[config.mk]
export PLATFORM = sky130hd
export DESIGN_NAME = dcr_regs
export DESIGN_NICKNAME = d
export VERILOG_FILES = /design/src/include/dcr_pkg.sv /design/src/logic/dcr_regs.sv
export SDC_FILE = /design/constraint.sdc
export NUM_CORES = 1
export LEC_CHECK = 0
export ABC_AREA = 1
export BUFFER_PORTS_ARGS = -buffer_cell sky130_fd_sc_hd__buf_4
export CORE_MARGIN = 4
export CORE_UTILIZATION = 34
export CTS_CLUSTER_SIZE = 12
export DETAILED_ROUTE_END_ITERATION = 6
export PLACE_DENSITY_LB_ADDON = 0.2
export SLEW_MARGIN = 15
export SYNTH_ARGS = -nofsm -noshare
export SYNTH_HDL_FRONTEND = slang
export SYNTH_SLANG_ARGS = --single-unit
[constraint.sdc]
create_clock -name core_clk -period 2.88 [get_ports core_clk]
set_clock_uncertainty 0.1 [all_clocks]
set_input_delay 0.576 -clock core_clk [delete_from_list [all_inputs] [get_ports core_clk]]
set_output_delay 0.576 -clock core_clk [all_outputs]
set_load 0.005 [all_outputs]
[src/include/dcr_pkg.sv]
/*
 Package for the disk channel configuration and test register bank:
 register addresses, bit positions, reset values and carrier structs.
 Assumes an eight-bit multiplexed address/data microprocessor bus.
*/
package dcr_pkg;

    // ------------------------------------------------------------
    // Register addresses on the multiplexed bus
    // ------------------------------------------------------------
    localparam logic [7:0] A_WIN_REF = 8'hC4;
    localparam logic [7:0] A_WIN_VCO = 8'hC5;
    localparam logic [7:0] A_FAST_DAC = 8'hC8;
    localparam logic [7:0] A_BOOST_DAC = 8'hC9;
    localparam logic [7:0] A_HYST_DAC = 8'hCA;
    localparam logic [7:0] A_SRV_FAST = 8'hCB;
    localparam logic [7:0] A_SRV_BOOST = 8'hCC;
    localparam logic [7:0] A_SRV_HYST = 8'hCD;
    localparam logic [7:0] A_SYNTH_REF = 8'hCE;
    localparam logic [7:0] A_SYNTH_VCO = 8'hCF;
    localparam logic [7:0] A_PRECOMP_BASE = 8'hD0;
    localparam logic [7:0] A_CHAN_CTL = 8'hDD;
    localparam logic [7:0] A_DECODE_POL = 8'hDE;
    localparam logic [7:0] A_PORT_VER = 8'hDF;
    localparam logic [7:0] A_TEST_SEL = 8'hE0;
    localparam logic [7:0] A_TEST_READ_ONE = 8'hE1;
    localparam logic [3:0] PRECOMP_LAST = 4'hA;

    // ------------------------------------------------------------
    // Bit positions
    // ------------------------------------------------------------
    localparam int CC_BUSY_OVERRIDE = 2;
    localparam int CC_SOFT_PD = 3;
    localparam int CC_FULL_PD = 4;
    localparam int CC_TEST_UNLOCK = 7;
    localparam int DP_DEC_ERR = 0;
    localparam int DP_FILL = 1;
    localparam int DP_WMON = 2;
    localparam int DP_RAW_POL = 3;
    localparam int DP_WR_POL = 4;
    localparam int DP_VLOCK_LO = 5;
    localparam int DP_VLOCK_HI = 6;
    localparam int DP_PRESCALE = 7;
    localparam int T_PHASE_DET_IO_TEST = 0;
    localparam int T_UP = 1;
    localparam int T_DN = 2;
    localparam int T_OPEN = 3;
    localparam int T_CNT = 4;
    localparam int T_ILB = 5;
    localparam int T_DC = 6;
    localparam int T_PATTERN_RECOGNIZER_TEST = 7;
    localparam int DAC_EN = 5;

    // ------------------------------------------------------------
    // Reset and initial values
    // ------------------------------------------------------------
    localparam logic [7:0] CHAN_CTL_RST = 8'h10;
    localparam logic [7:0] PD_KEEP_MASK = 8'h18;
    localparam logic [7:0] DECODE_POL_RST = 8'h00;
    localparam logic [7:0] TEST_RST = 8'h00;
    localparam logic [7:0] DIV8_ONES = 8'hFF;
    localparam logic [3:0] DIV4_ONES = 4'hF;
    localparam logic [4:0] DIV5_ONES = 5'h1F;

    // Pins from outside the clock domain
    typedef struct packed {
        logic ale;
        logic cs_n;
        logic rd_n;
        logic wr_n;
        logic [7:0] ad;
        logic hard_reset_in;
        logic read_pulse_in;
        logic servo_gate;
        logic read_gate;
        logic encoder_enable;
    } dcr_pins_t;

    localparam dcr_pins_t PINS_IDLE = '{cs_n: 1'b1, rd_n: 1'b1, wr_n: 1'b1, default: '0};

    // Status and data from channel logic on core_clk
    typedef struct packed {
        logic dec_err_evt;
        logic wpc_data_int;
        logic disk_writing;
        logic delayed_read_out_int;
        logic window_clock_out_int;
        logic [7:0] fs_ref_cnt;
        logic [7:0] fs_vco_cnt;
        logic [3:0] ws_ref_cnt;
        logic [4:0] ws_vco_cnt;
        logic [7:0] pd_status;
        logic [4:0] pattern_recognizer_test_sel;
        logic pattern_recognizer_test_data;
    } dcr_core_in_t;

    // Controls to the channel logic
    typedef struct packed {
        logic illegal_code_fill_select;
        logic window_monitor_enable;
        logic [1:0] velocity_lock_sel;
        logic reference_prescale_enable;
        logic [7:0] synth_ref_div;
        logic [7:0] synth_vco_div;
        logic [3:0] window_ref_div;
        logic [4:0] window_vco_div;
        logic [21:0][3:0] precomp_nibbles;
        logic precomp_const_valid;
        logic [4:0] precomp_const;
        logic [5:0] fast_dac;
        logic [5:0] boost_dac;
        logic [6:0] hyst_dac;
        logic soft_powerdown;
        logic full_soft_powerdown;
        logic phase_det_io_test;
        logic synth_block_ref;
        logic synth_block_vco;
        logic synth_open_loop_test;
        logic divider_count_test;
        logic internal_loop_test;
        logic write_dc_erase_test;
        logic pattern_recognizer_test;
    } dcr_ctl_t;

endpackage

[src/logic/dcr_regs.sv]
/*
 Register bank of the disk channel data separator: configuration,
 open-drain ports, version, synthesizer dividers, precompensation
 nibbles, converter codes and the first test register.
 Assumes bus pins are asynchronous and are synchronised here, and that
 core_i comes from channel logic clocked by core_clk.
*/
// Notes on behaviour
// - Decoder error sets flag; soft reset/write clears
// - Fill bit picks NRZ ones or zeros
// - Window monitor bit enables monitor outputs
// - Polarity bits pick raw input, write output edges
// - Two bits select velocity lock time
// - Prescale bit halves crystal before reference divider
// - Top port bits read fixed version number
// - Port one pulls low; only hard reset clears
// - Synthesizer dividers are eight-bit unsigned values
// - Window dividers are four and five bits
// - Two nibbles per register; last pair swapped
// - Converter codes survive soft powerdown only
// - Servo gate picks servo or data codes
// - Code bits 4-0, enable bit5, hysteresis bit6
// - Tests act only with test unlock set
// - Pump tests block reference or VCO input
// - Both pump tests set means neither acts
// - Test address reads phase detector signals
// - Counter test reads live divider counts
// - Erase test holds write output inactive
// - Recognizer test reads live selection and data
// - Busy override keeps pads coupled during disk access
`timescale 1ns/100ps
module dcr_regs
    import dcr_pkg::*;
#(
    parameter logic [2:0] VERSION_ID = 3'h1 // Arbitrary value
)(
    input wire logic core_clk,
    input wire logic arst_n,
    input wire dcr_pins_t pins_i,
    input wire dcr_core_in_t core_i,
    output logic [7:0] ad_o,
    output logic ad_oe,
    output logic [4:0] port_o,
    output logic [4:0] port_oe,
    output logic read_pulse_norm,
    output logic precomp_write_out,
    output logic delayed_read_out,
    output logic window_clock_out,
    output dcr_ctl_t ctl_o
);

    // ------------------------------------------------------------
    // State
    // ------------------------------------------------------------
    typedef struct packed {
        dcr_pins_t s1;
        dcr_pins_t s2;
        logic wr_act;
        logic [7:0] addr;
        logic [7:0] wdat;
        logic [7:0] chan;
        logic [7:0] dpc;
        logic [7:0] tsel;
        logic [4:0] port;
        logic [7:0] sref;
        logic [7:0] svco;
        logic [3:0] wref;
        logic [4:0] wvco;
        logic [21:0][3:0] nib;
        logic [4:0] pconst;
        logic pconst_v;
        logic [5:0] fdac;
        logic [5:0] bdac;
        logic [6:0] hdac;
        logic [5:0] sfdac;
        logic [5:0] sbdac;
        logic [6:0] shdac;
        logic [7:0] ad;
        logic ad_oe;
        logic rp;
        logic wpc;
        logic dly;
        logic wck;
        dcr_ctl_t ctl;
    } dcr_state_t;

    localparam dcr_state_t ST_RST = '{
        s1: PINS_IDLE,
        s2: PINS_IDLE,
        chan: CHAN_CTL_RST,
        sref: DIV8_ONES,
        svco: DIV8_ONES,
        wref: DIV4_ONES,
        wvco: DIV5_ONES,
        default: '0
    };

    dcr_state_t q;
    dcr_state_t d;

    logic hr;
    logic pd_any;
    logic busy;
    logic bus_ok;
    logic wr_now;
    logic commit;
    logic wpc_hit;
    logic [3:0] wpc_idx;
    logic [7:0] test_eff;

    // ------------------------------------------------------------
    // Functions
    // ------------------------------------------------------------

    // Precompensation register decode: hit flag and pair index
    function automatic logic [4:0] precomp_decode(input logic [7:0] a);
        logic [7:0] off;
        off = a - A_PRECOMP_BASE;
        if (a >= A_PRECOMP_BASE && off[3:0] <= PRECOMP_LAST && off[7:4] == 4'h0) begin
            return {1'b1, off[3:0]};
        end
        return 5'h00;
    endfunction

    // Servo gate selects which bank feeds a converter
    function automatic logic [6:0] dac_pick(input logic [6:0] data_code, input logic [6:0] servo_code,
                                            input logic servo);
        return servo ? servo_code : data_code;
    endfunction

    // Read data for the latched address
    function automatic logic [7:0] read_word(input dcr_state_t s, input dcr_core_in_t c,
                                             input logic hit, input logic [3:0] idx);
        logic [7:0] r;
        r = 8'h00;
        case (s.addr)
            A_CHAN_CTL: r = s.chan;
            A_DECODE_POL: r = s.dpc;
            A_PORT_VER: r = {VERSION_ID, s.port};
            A_SYNTH_REF: r = s.ctl.divider_count_test ? c.fs_ref_cnt : s.sref;
            A_SYNTH_VCO: r = s.ctl.divider_count_test ? c.fs_vco_cnt : s.svco;
            A_WIN_REF: r = {4'h0, s.ctl.divider_count_test ? c.ws_ref_cnt : s.wref};
            A_WIN_VCO: r = {3'h0, s.ctl.divider_count_test ? c.ws_vco_cnt : s.wvco};
            A_FAST_DAC: r = {2'h0, s.fdac};
            A_BOOST_DAC: r = {2'h0, s.bdac};
            A_HYST_DAC: r = {1'b0, s.hdac};
            A_SRV_FAST: r = {2'h0, s.sfdac};
            A_SRV_BOOST: r = {2'h0, s.sbdac};
            A_SRV_HYST: r = {1'b0, s.shdac};
            A_TEST_SEL: r = s.tsel;
            A_TEST_READ_ONE: r = s.ctl.phase_det_io_test ? c.pd_status : 8'h00;
            default: begin
                if (hit && s.ctl.pattern_recognizer_test) begin
                    r = {c.pattern_recognizer_test_data, 2'b00, c.pattern_recognizer_test_sel};
                end else if (hit && idx == PRECOMP_LAST) begin
                    r = {s.nib[{idx, 1'b0}], s.nib[{idx, 1'b1}]};
                end else if (hit) begin
                    r = {s.nib[{idx, 1'b1}], s.nib[{idx, 1'b0}]};
                end
            end
        endcase
        return r;
    endfunction

    // ------------------------------------------------------------
    // Bus qualification
    // ------------------------------------------------------------

    // Pads decouple while a disk access is busy unless overridden
    assign hr = q.s2.hard_reset_in;
    assign pd_any = q.chan[CC_SOFT_PD] | q.chan[CC_FULL_PD];
    assign busy = q.s2.read_gate | q.s2.encoder_enable;
    assign bus_ok = !busy | q.chan[CC_BUSY_OVERRIDE];
    assign wr_now = !q.s2.wr_n & !q.s2.cs_n;
    assign commit = q.wr_act & !wr_now & bus_ok;
    assign {wpc_hit, wpc_idx} = precomp_decode(q.addr);
    assign test_eff = q.tsel & {8{q.chan[CC_TEST_UNLOCK]}};

    // ------------------------------------------------------------
    // Next state
    // ------------------------------------------------------------
    always_comb begin
        d = q;

        // Address latch and write strobe tracking
        if (q.s2.ale) begin
            d.addr = q.s2.ad;
        end
        d.wr_act = wr_now;
        if (wr_now) begin
            d.wdat = q.s2.ad;
        end

        // Register writes at the end of the write strobe
        if (!q.ctl.pattern_recognizer_test) begin
            d.pconst_v = 1'b0;
        end
        if (commit) begin
            case (q.addr)
                A_CHAN_CTL: d.chan = q.wdat;
                A_DECODE_POL: d.dpc = q.wdat;
                A_PORT_VER: d.port = q.wdat[4:0];
                A_SYNTH_REF: d.sref = q.wdat;
                A_SYNTH_VCO: d.svco = q.wdat;
                A_WIN_REF: d.wref = q.wdat[3:0];
                A_WIN_VCO: d.wvco = q.wdat[4:0];
                A_FAST_DAC: d.fdac = q.wdat[5:0];
                A_BOOST_DAC: d.bdac = q.wdat[5:0];
                A_HYST_DAC: d.hdac = q.wdat[6:0];
                A_SRV_FAST: d.sfdac = q.wdat[5:0];
                A_SRV_BOOST: d.sbdac = q.wdat[5:0];
                A_SRV_HYST: d.shdac = q.wdat[6:0];
                A_TEST_SEL: d.tsel = q.wdat;
                default: begin
                    if (wpc_hit && q.ctl.pattern_recognizer_test) begin
                        d.pconst = q.wdat[4:0];
                        d.pconst_v = 1'b1;
                    end else if (wpc_hit && wpc_idx == PRECOMP_LAST) begin
                        d.nib[{wpc_idx, 1'b0}] = q.wdat[7:4];
                        d.nib[{wpc_idx, 1'b1}] = q.wdat[3:0];
                    end else if (wpc_hit) begin
                        d.nib[{wpc_idx, 1'b1}] = q.wdat[7:4];
                        d.nib[{wpc_idx, 1'b0}] = q.wdat[3:0];
                    end
                end
            endcase
        end

        // Decoder error wins over a clearing write
        if (core_i.dec_err_evt) begin
            d.dpc[DP_DEC_ERR] = 1'b1;
        end

        // Soft reset holds registers; ports and converters are kept
        if (pd_any) begin
            d.chan = d.chan & PD_KEEP_MASK;
            d.dpc = DECODE_POL_RST;
            d.tsel = TEST_RST;
            d.sref = DIV8_ONES;
            d.svco = DIV8_ONES;
            d.wref = DIV4_ONES;
            d.wvco = DIV5_ONES;
            d.nib = '0;
            d.pconst = 5'h00;
            d.pconst_v = 1'b0;
        end

        // Full powerdown also clears converters and soft powerdown bit
        if (q.chan[CC_FULL_PD]) begin
            d.chan[CC_SOFT_PD] = 1'b0;
            d.fdac = 6'h00;
            d.bdac = 6'h00;
            d.hdac = 7'h00;
            d.sfdac = 6'h00;
            d.sbdac = 6'h00;
            d.shdac = 7'h00;
        end

        // Pads drive read data only while the bus is coupled and powered
        d.ad_oe = !q.s2.rd_n & !q.s2.cs_n & bus_ok & !pd_any;
        d.ad = d.ad_oe ? read_word(q, core_i, wpc_hit, wpc_idx) : 8'h00;

        // Data path conditioning
        d.rp = q.s2.read_pulse_in ^ !q.dpc[DP_RAW_POL];
        d.wpc = (core_i.wpc_data_int & !(q.ctl.write_dc_erase_test & core_i.disk_writing))
                ^ !q.dpc[DP_WR_POL];
        d.dly = q.dpc[DP_WMON] & core_i.delayed_read_out_int;
        d.wck = q.dpc[DP_WMON] & core_i.window_clock_out_int;

        // Control outputs to the channel
        d.ctl.illegal_code_fill_select = q.dpc[DP_FILL];
        d.ctl.window_monitor_enable = q.dpc[DP_WMON];
        d.ctl.velocity_lock_sel = {q.dpc[DP_VLOCK_HI], q.dpc[DP_VLOCK_LO]};
        d.ctl.reference_prescale_enable = q.dpc[DP_PRESCALE];
        d.ctl.synth_ref_div = q.sref;
        d.ctl.synth_vco_div = q.svco;
        d.ctl.window_ref_div = q.wref;
        d.ctl.window_vco_div = q.wvco;
        d.ctl.precomp_nibbles = q.nib;
        d.ctl.precomp_const_valid = q.pconst_v & q.ctl.pattern_recognizer_test;
        d.ctl.precomp_const = q.pconst;
        d.ctl.fast_dac = 6'(dac_pick({1'b0, q.fdac}, {1'b0, q.sfdac}, q.s2.servo_gate));
        d.ctl.boost_dac = 6'(dac_pick({1'b0, q.bdac}, {1'b0, q.sbdac}, q.s2.servo_gate));
        d.ctl.hyst_dac = dac_pick(q.hdac, q.shdac, q.s2.servo_gate);
        d.ctl.soft_powerdown = q.chan[CC_SOFT_PD];
        d.ctl.full_soft_powerdown = q.chan[CC_FULL_PD];
        d.ctl.phase_det_io_test = test_eff[T_PHASE_DET_IO_TEST];
        d.ctl.synth_block_ref = test_eff[T_UP] & !test_eff[T_DN];
        d.ctl.synth_block_vco = test_eff[T_DN] & !test_eff[T_UP];
        d.ctl.synth_open_loop_test = test_eff[T_OPEN];
        d.ctl.divider_count_test = test_eff[T_CNT];
        d.ctl.internal_loop_test = test_eff[T_ILB];
        d.ctl.write_dc_erase_test = test_eff[T_DC];
        d.ctl.pattern_recognizer_test = test_eff[T_PATTERN_RECOGNIZER_TEST];

        // Hard reset pin restores initial values and floats ports
        if (hr) begin
            d = ST_RST;
        end

        // Two-stage synchronisers for all pins
        d.s1 = pins_i;
        d.s2 = q.s1;
    end

    // ------------------------------------------------------------
    // State register
    // ------------------------------------------------------------
    always_ff @(posedge core_clk or negedge arst_n) begin
        if (!arst_n) begin
            q <= ST_RST;
        end else begin
            q <= d;
        end
    end

    // Outputs straight from state, except port_o, which is tied to zero
    assign ad_o = q.ad;
    assign ad_oe = q.ad_oe;
    assign port_o = 5'h00;
    assign port_oe = q.port;
    assign read_pulse_norm = q.rp;
    assign precomp_write_out = q.wpc;
    assign delayed_read_out = q.dly;
    assign window_clock_out = q.wck;
    assign ctl_o = q.ctl;
endmodule

==> results.ini <==
[clocking]
cts_buffers=45
cts_root_buf=clkbuf_16
clk_latency_ps=570
cts_max_level=2
cts_tree=done
clkTransAtPathRegs_ps=60
clk_path_buf_depth=3
clock-sinks=403

[die]
dieHeight_um=239
initial_core_util_pct=34.5
fp.dieW_um=239
fp-row-count=84
core_area_um2=52800
die-area_um2=57300
io_pins=239

[critical_path]
crit_path_cell_trace=inv_1 > nand2_1 > nor2_4 > nand2_1 > inv_1 > nand2_1 > nand2_1 > nor2_1 > nand2_1 > nor2_1 > nand2_1 > nand2_1 > a21oi_1
cp_slowest_cell=dfrtp_1
endpoint_kind=flip-flop
crit_arrival_ps=3040
required_ps=3250
path_class=flip-flop to flip-flop
path_delay_family=simple AND/OR/NAND/NOR gates
cpMostUsedCell=nand2_1
crit_buf_inv=2
startpoint_type=flip-flop
slowest_delay_ps=400
crit_fanout=10

[yosys]
yosysSeqAreaShare_pct=55.6
synthCells=2149
syn-mean-instance-area_um2=8.47
ys_seq_elements=403
yosysUniqueCellTypes=34
yosysWarnings=0
synth_top_area_share_pct=51.0
syn_area_um2=18200
synth_area_leader_cell=dfrtp_1
yosys-top-cells-area=dfrtp_1 (51%), nand2_1 (11%), buf_4 (7.0%)

[finish]
area_growth_pct=18.7
final_cell_mix=nand2_1 (521), dfrtp_1 (370), buf_4 (302)
final_common_cell=nand2_1
stdcell_area_um2=21600
drive_above_1_share_pct=18.9
stdcell_count=3002
nNetsFinal=2343
n_antenna_cell=0
postLayoutCoreUtil_pct=41.0

[route]
drc=0
routed_via_density=4.89
finalWirelength_mm=59.6
drtAntennaViolNets=0
wl_per_cell_um=19.9
vias=14700
drt-pass1-iter-count=5
drtIter0Drc=1072

[flow_run]
drv_cap=0

[outcome]
status=complete, no violations

[grt]
grt_pass1_vias=14700
grt_max_degree=84
gr-total-overflow=0
grt_use_total_pct=20.7
grt_pass1_wl_mm=90.7
antenna_found_initial=0

[placed_design]
placed_cells=2902
io_buffers=233
gp_routability_congestion=0.913
dp_hpwl_mm=44.6
post_dp_cell_area_um2=19900

[sta]
hold_violations=0
setup_violations=0
relSlewSlack_pct=42.2
max_slew.worst_pin.slew_ps=862
finalCritPeriodShare_pct=92.7
layout_min_cycle_time_ps=2670
setup_tns_ps=0
rsz0062_at_grt=no
fmax_mhz=374
drv_slew=0

[power_and_ir_drop]
ir_worst_vdd_uv=403
pwr_density_cell_nw_per_um2=567
p_total_mw=12.3
p_leak_nw=10.8

[worst_hold_path]
hold_class=input pin to flip-flop

[kinds of logic (layout without fill, tap and decap cells)]
family | after synthesis | in the layout | synth area share [%]
other | 1 | 5 | 0.0206
AO/OA/AOI/OAI | 258 | 258 | 7.65
buffers and inverters | 503 | 664 | 14.1
flip-flops | 403 | 403 | 55.6
AND/OR/NAND/NOR | 984 | 984 | 22.6
[metal layers]
metal,GRT usage [%],vias to the layer above,share of wire [%]
li1,-,6890,-
met1,30.4,7144,46
met2,31.6,543,45
met3,3.51,95,7.1
met4,5.58,0,2.3
met5,0,-,0
[registers in the layout (all words and copies together), names as in the netlist]
| signal | flops |
|---|---|
| hr | 1 |
| window_clock_out | 1 |
| read_pulse_norm | 1 |
| q | 214 |
| delayed_read_out | 1 |
| port_oe | 5 |
| ad_o | 8 |
| d | 17 |
| precomp_write_out | 1 |
| ctl_o | 153 |
| ad_oe | 1 |
[per-stage QoR]
stage	hold WS, ps	setup WS [ps]
6_report	36.9	209
5_1_grt	17.2	42.2
4_1_cts	5.32	32.7
3_5_place_dp	235	49.9
3_3_place_gp	235	41.5
2_1_floorplan	180	707
[final timing paths]
kind / from / to / slack, ps / cells after the start
max: q[362]$_DFFE_PN0P_ / ad_o[1]$_DFF_PN0_ / 210 / 13
min: pins_i[4] / d[373]$_DFF_PN0_ / 40 / 1
max reg2reg: q[362]$_DFFE_PN0P_ / ad_o[1]$_DFF_PN0_ / 210 / 13
min reg2reg: d[378]$_DFF_PN0_ / q[378]$_DFF_PN0_ / 240 / 0
max in group asynchronous: arst_n / q[298]$_DFFE_PN1P_ / 1380 / 3
min in group asynchronous: arst_n / q[220]$_DFFE_PN0P_ / 510 / 2
[repair_timing]
action / 4_1_cts / 5_1_grt
endpoints found under the hold margin: 62 / 0
resized for setup: 0 / 4
hold buffers: 17 / 0
setup buffers: 0 / 2
endpoints found under the setup margin: 0 / 11
[cell usage after synthesis, drive strengths merged]
cell,count
nand2,528
dfrtp,371
nor2,264
inv,250
buf,194
o21ai,169
nand4,98
nand3,80
clkbuf,53
a21oi,41
o22ai,34
dfstp,32
nor3,11
o211ai,7
clkinv,6
a31oi,3
nor4,2
a211oi,1
a21boi,1
a31o,1
conb,1
o21a,1
or2,1
[cell type report]
| type | count | area [µm²] |
|---|---|---|
| clock inverter | 7 | 149 |
| clock buffer | 74 | 1390 |
| fill | 5384 | 31100 |
| inverter | 256 | 961 |
| multi-input combinational | 1247 | 5540 |
| tap | 688 | 861 |
| sequential | 403 | 10100 |
| timing repair buffer | 327 | 2590 |
[report_power, final]
part	leakage, nW	internal [mW]	switching, mW	total, mW
clock network	0.749	3.64	2.33	5.98
logic	4.69	0.177	0.333	0.510
registers	5.37	5.74	0.0341	5.77
total	10.8	9.56	2.70	12.3
(Power assumes the default switching activity.)
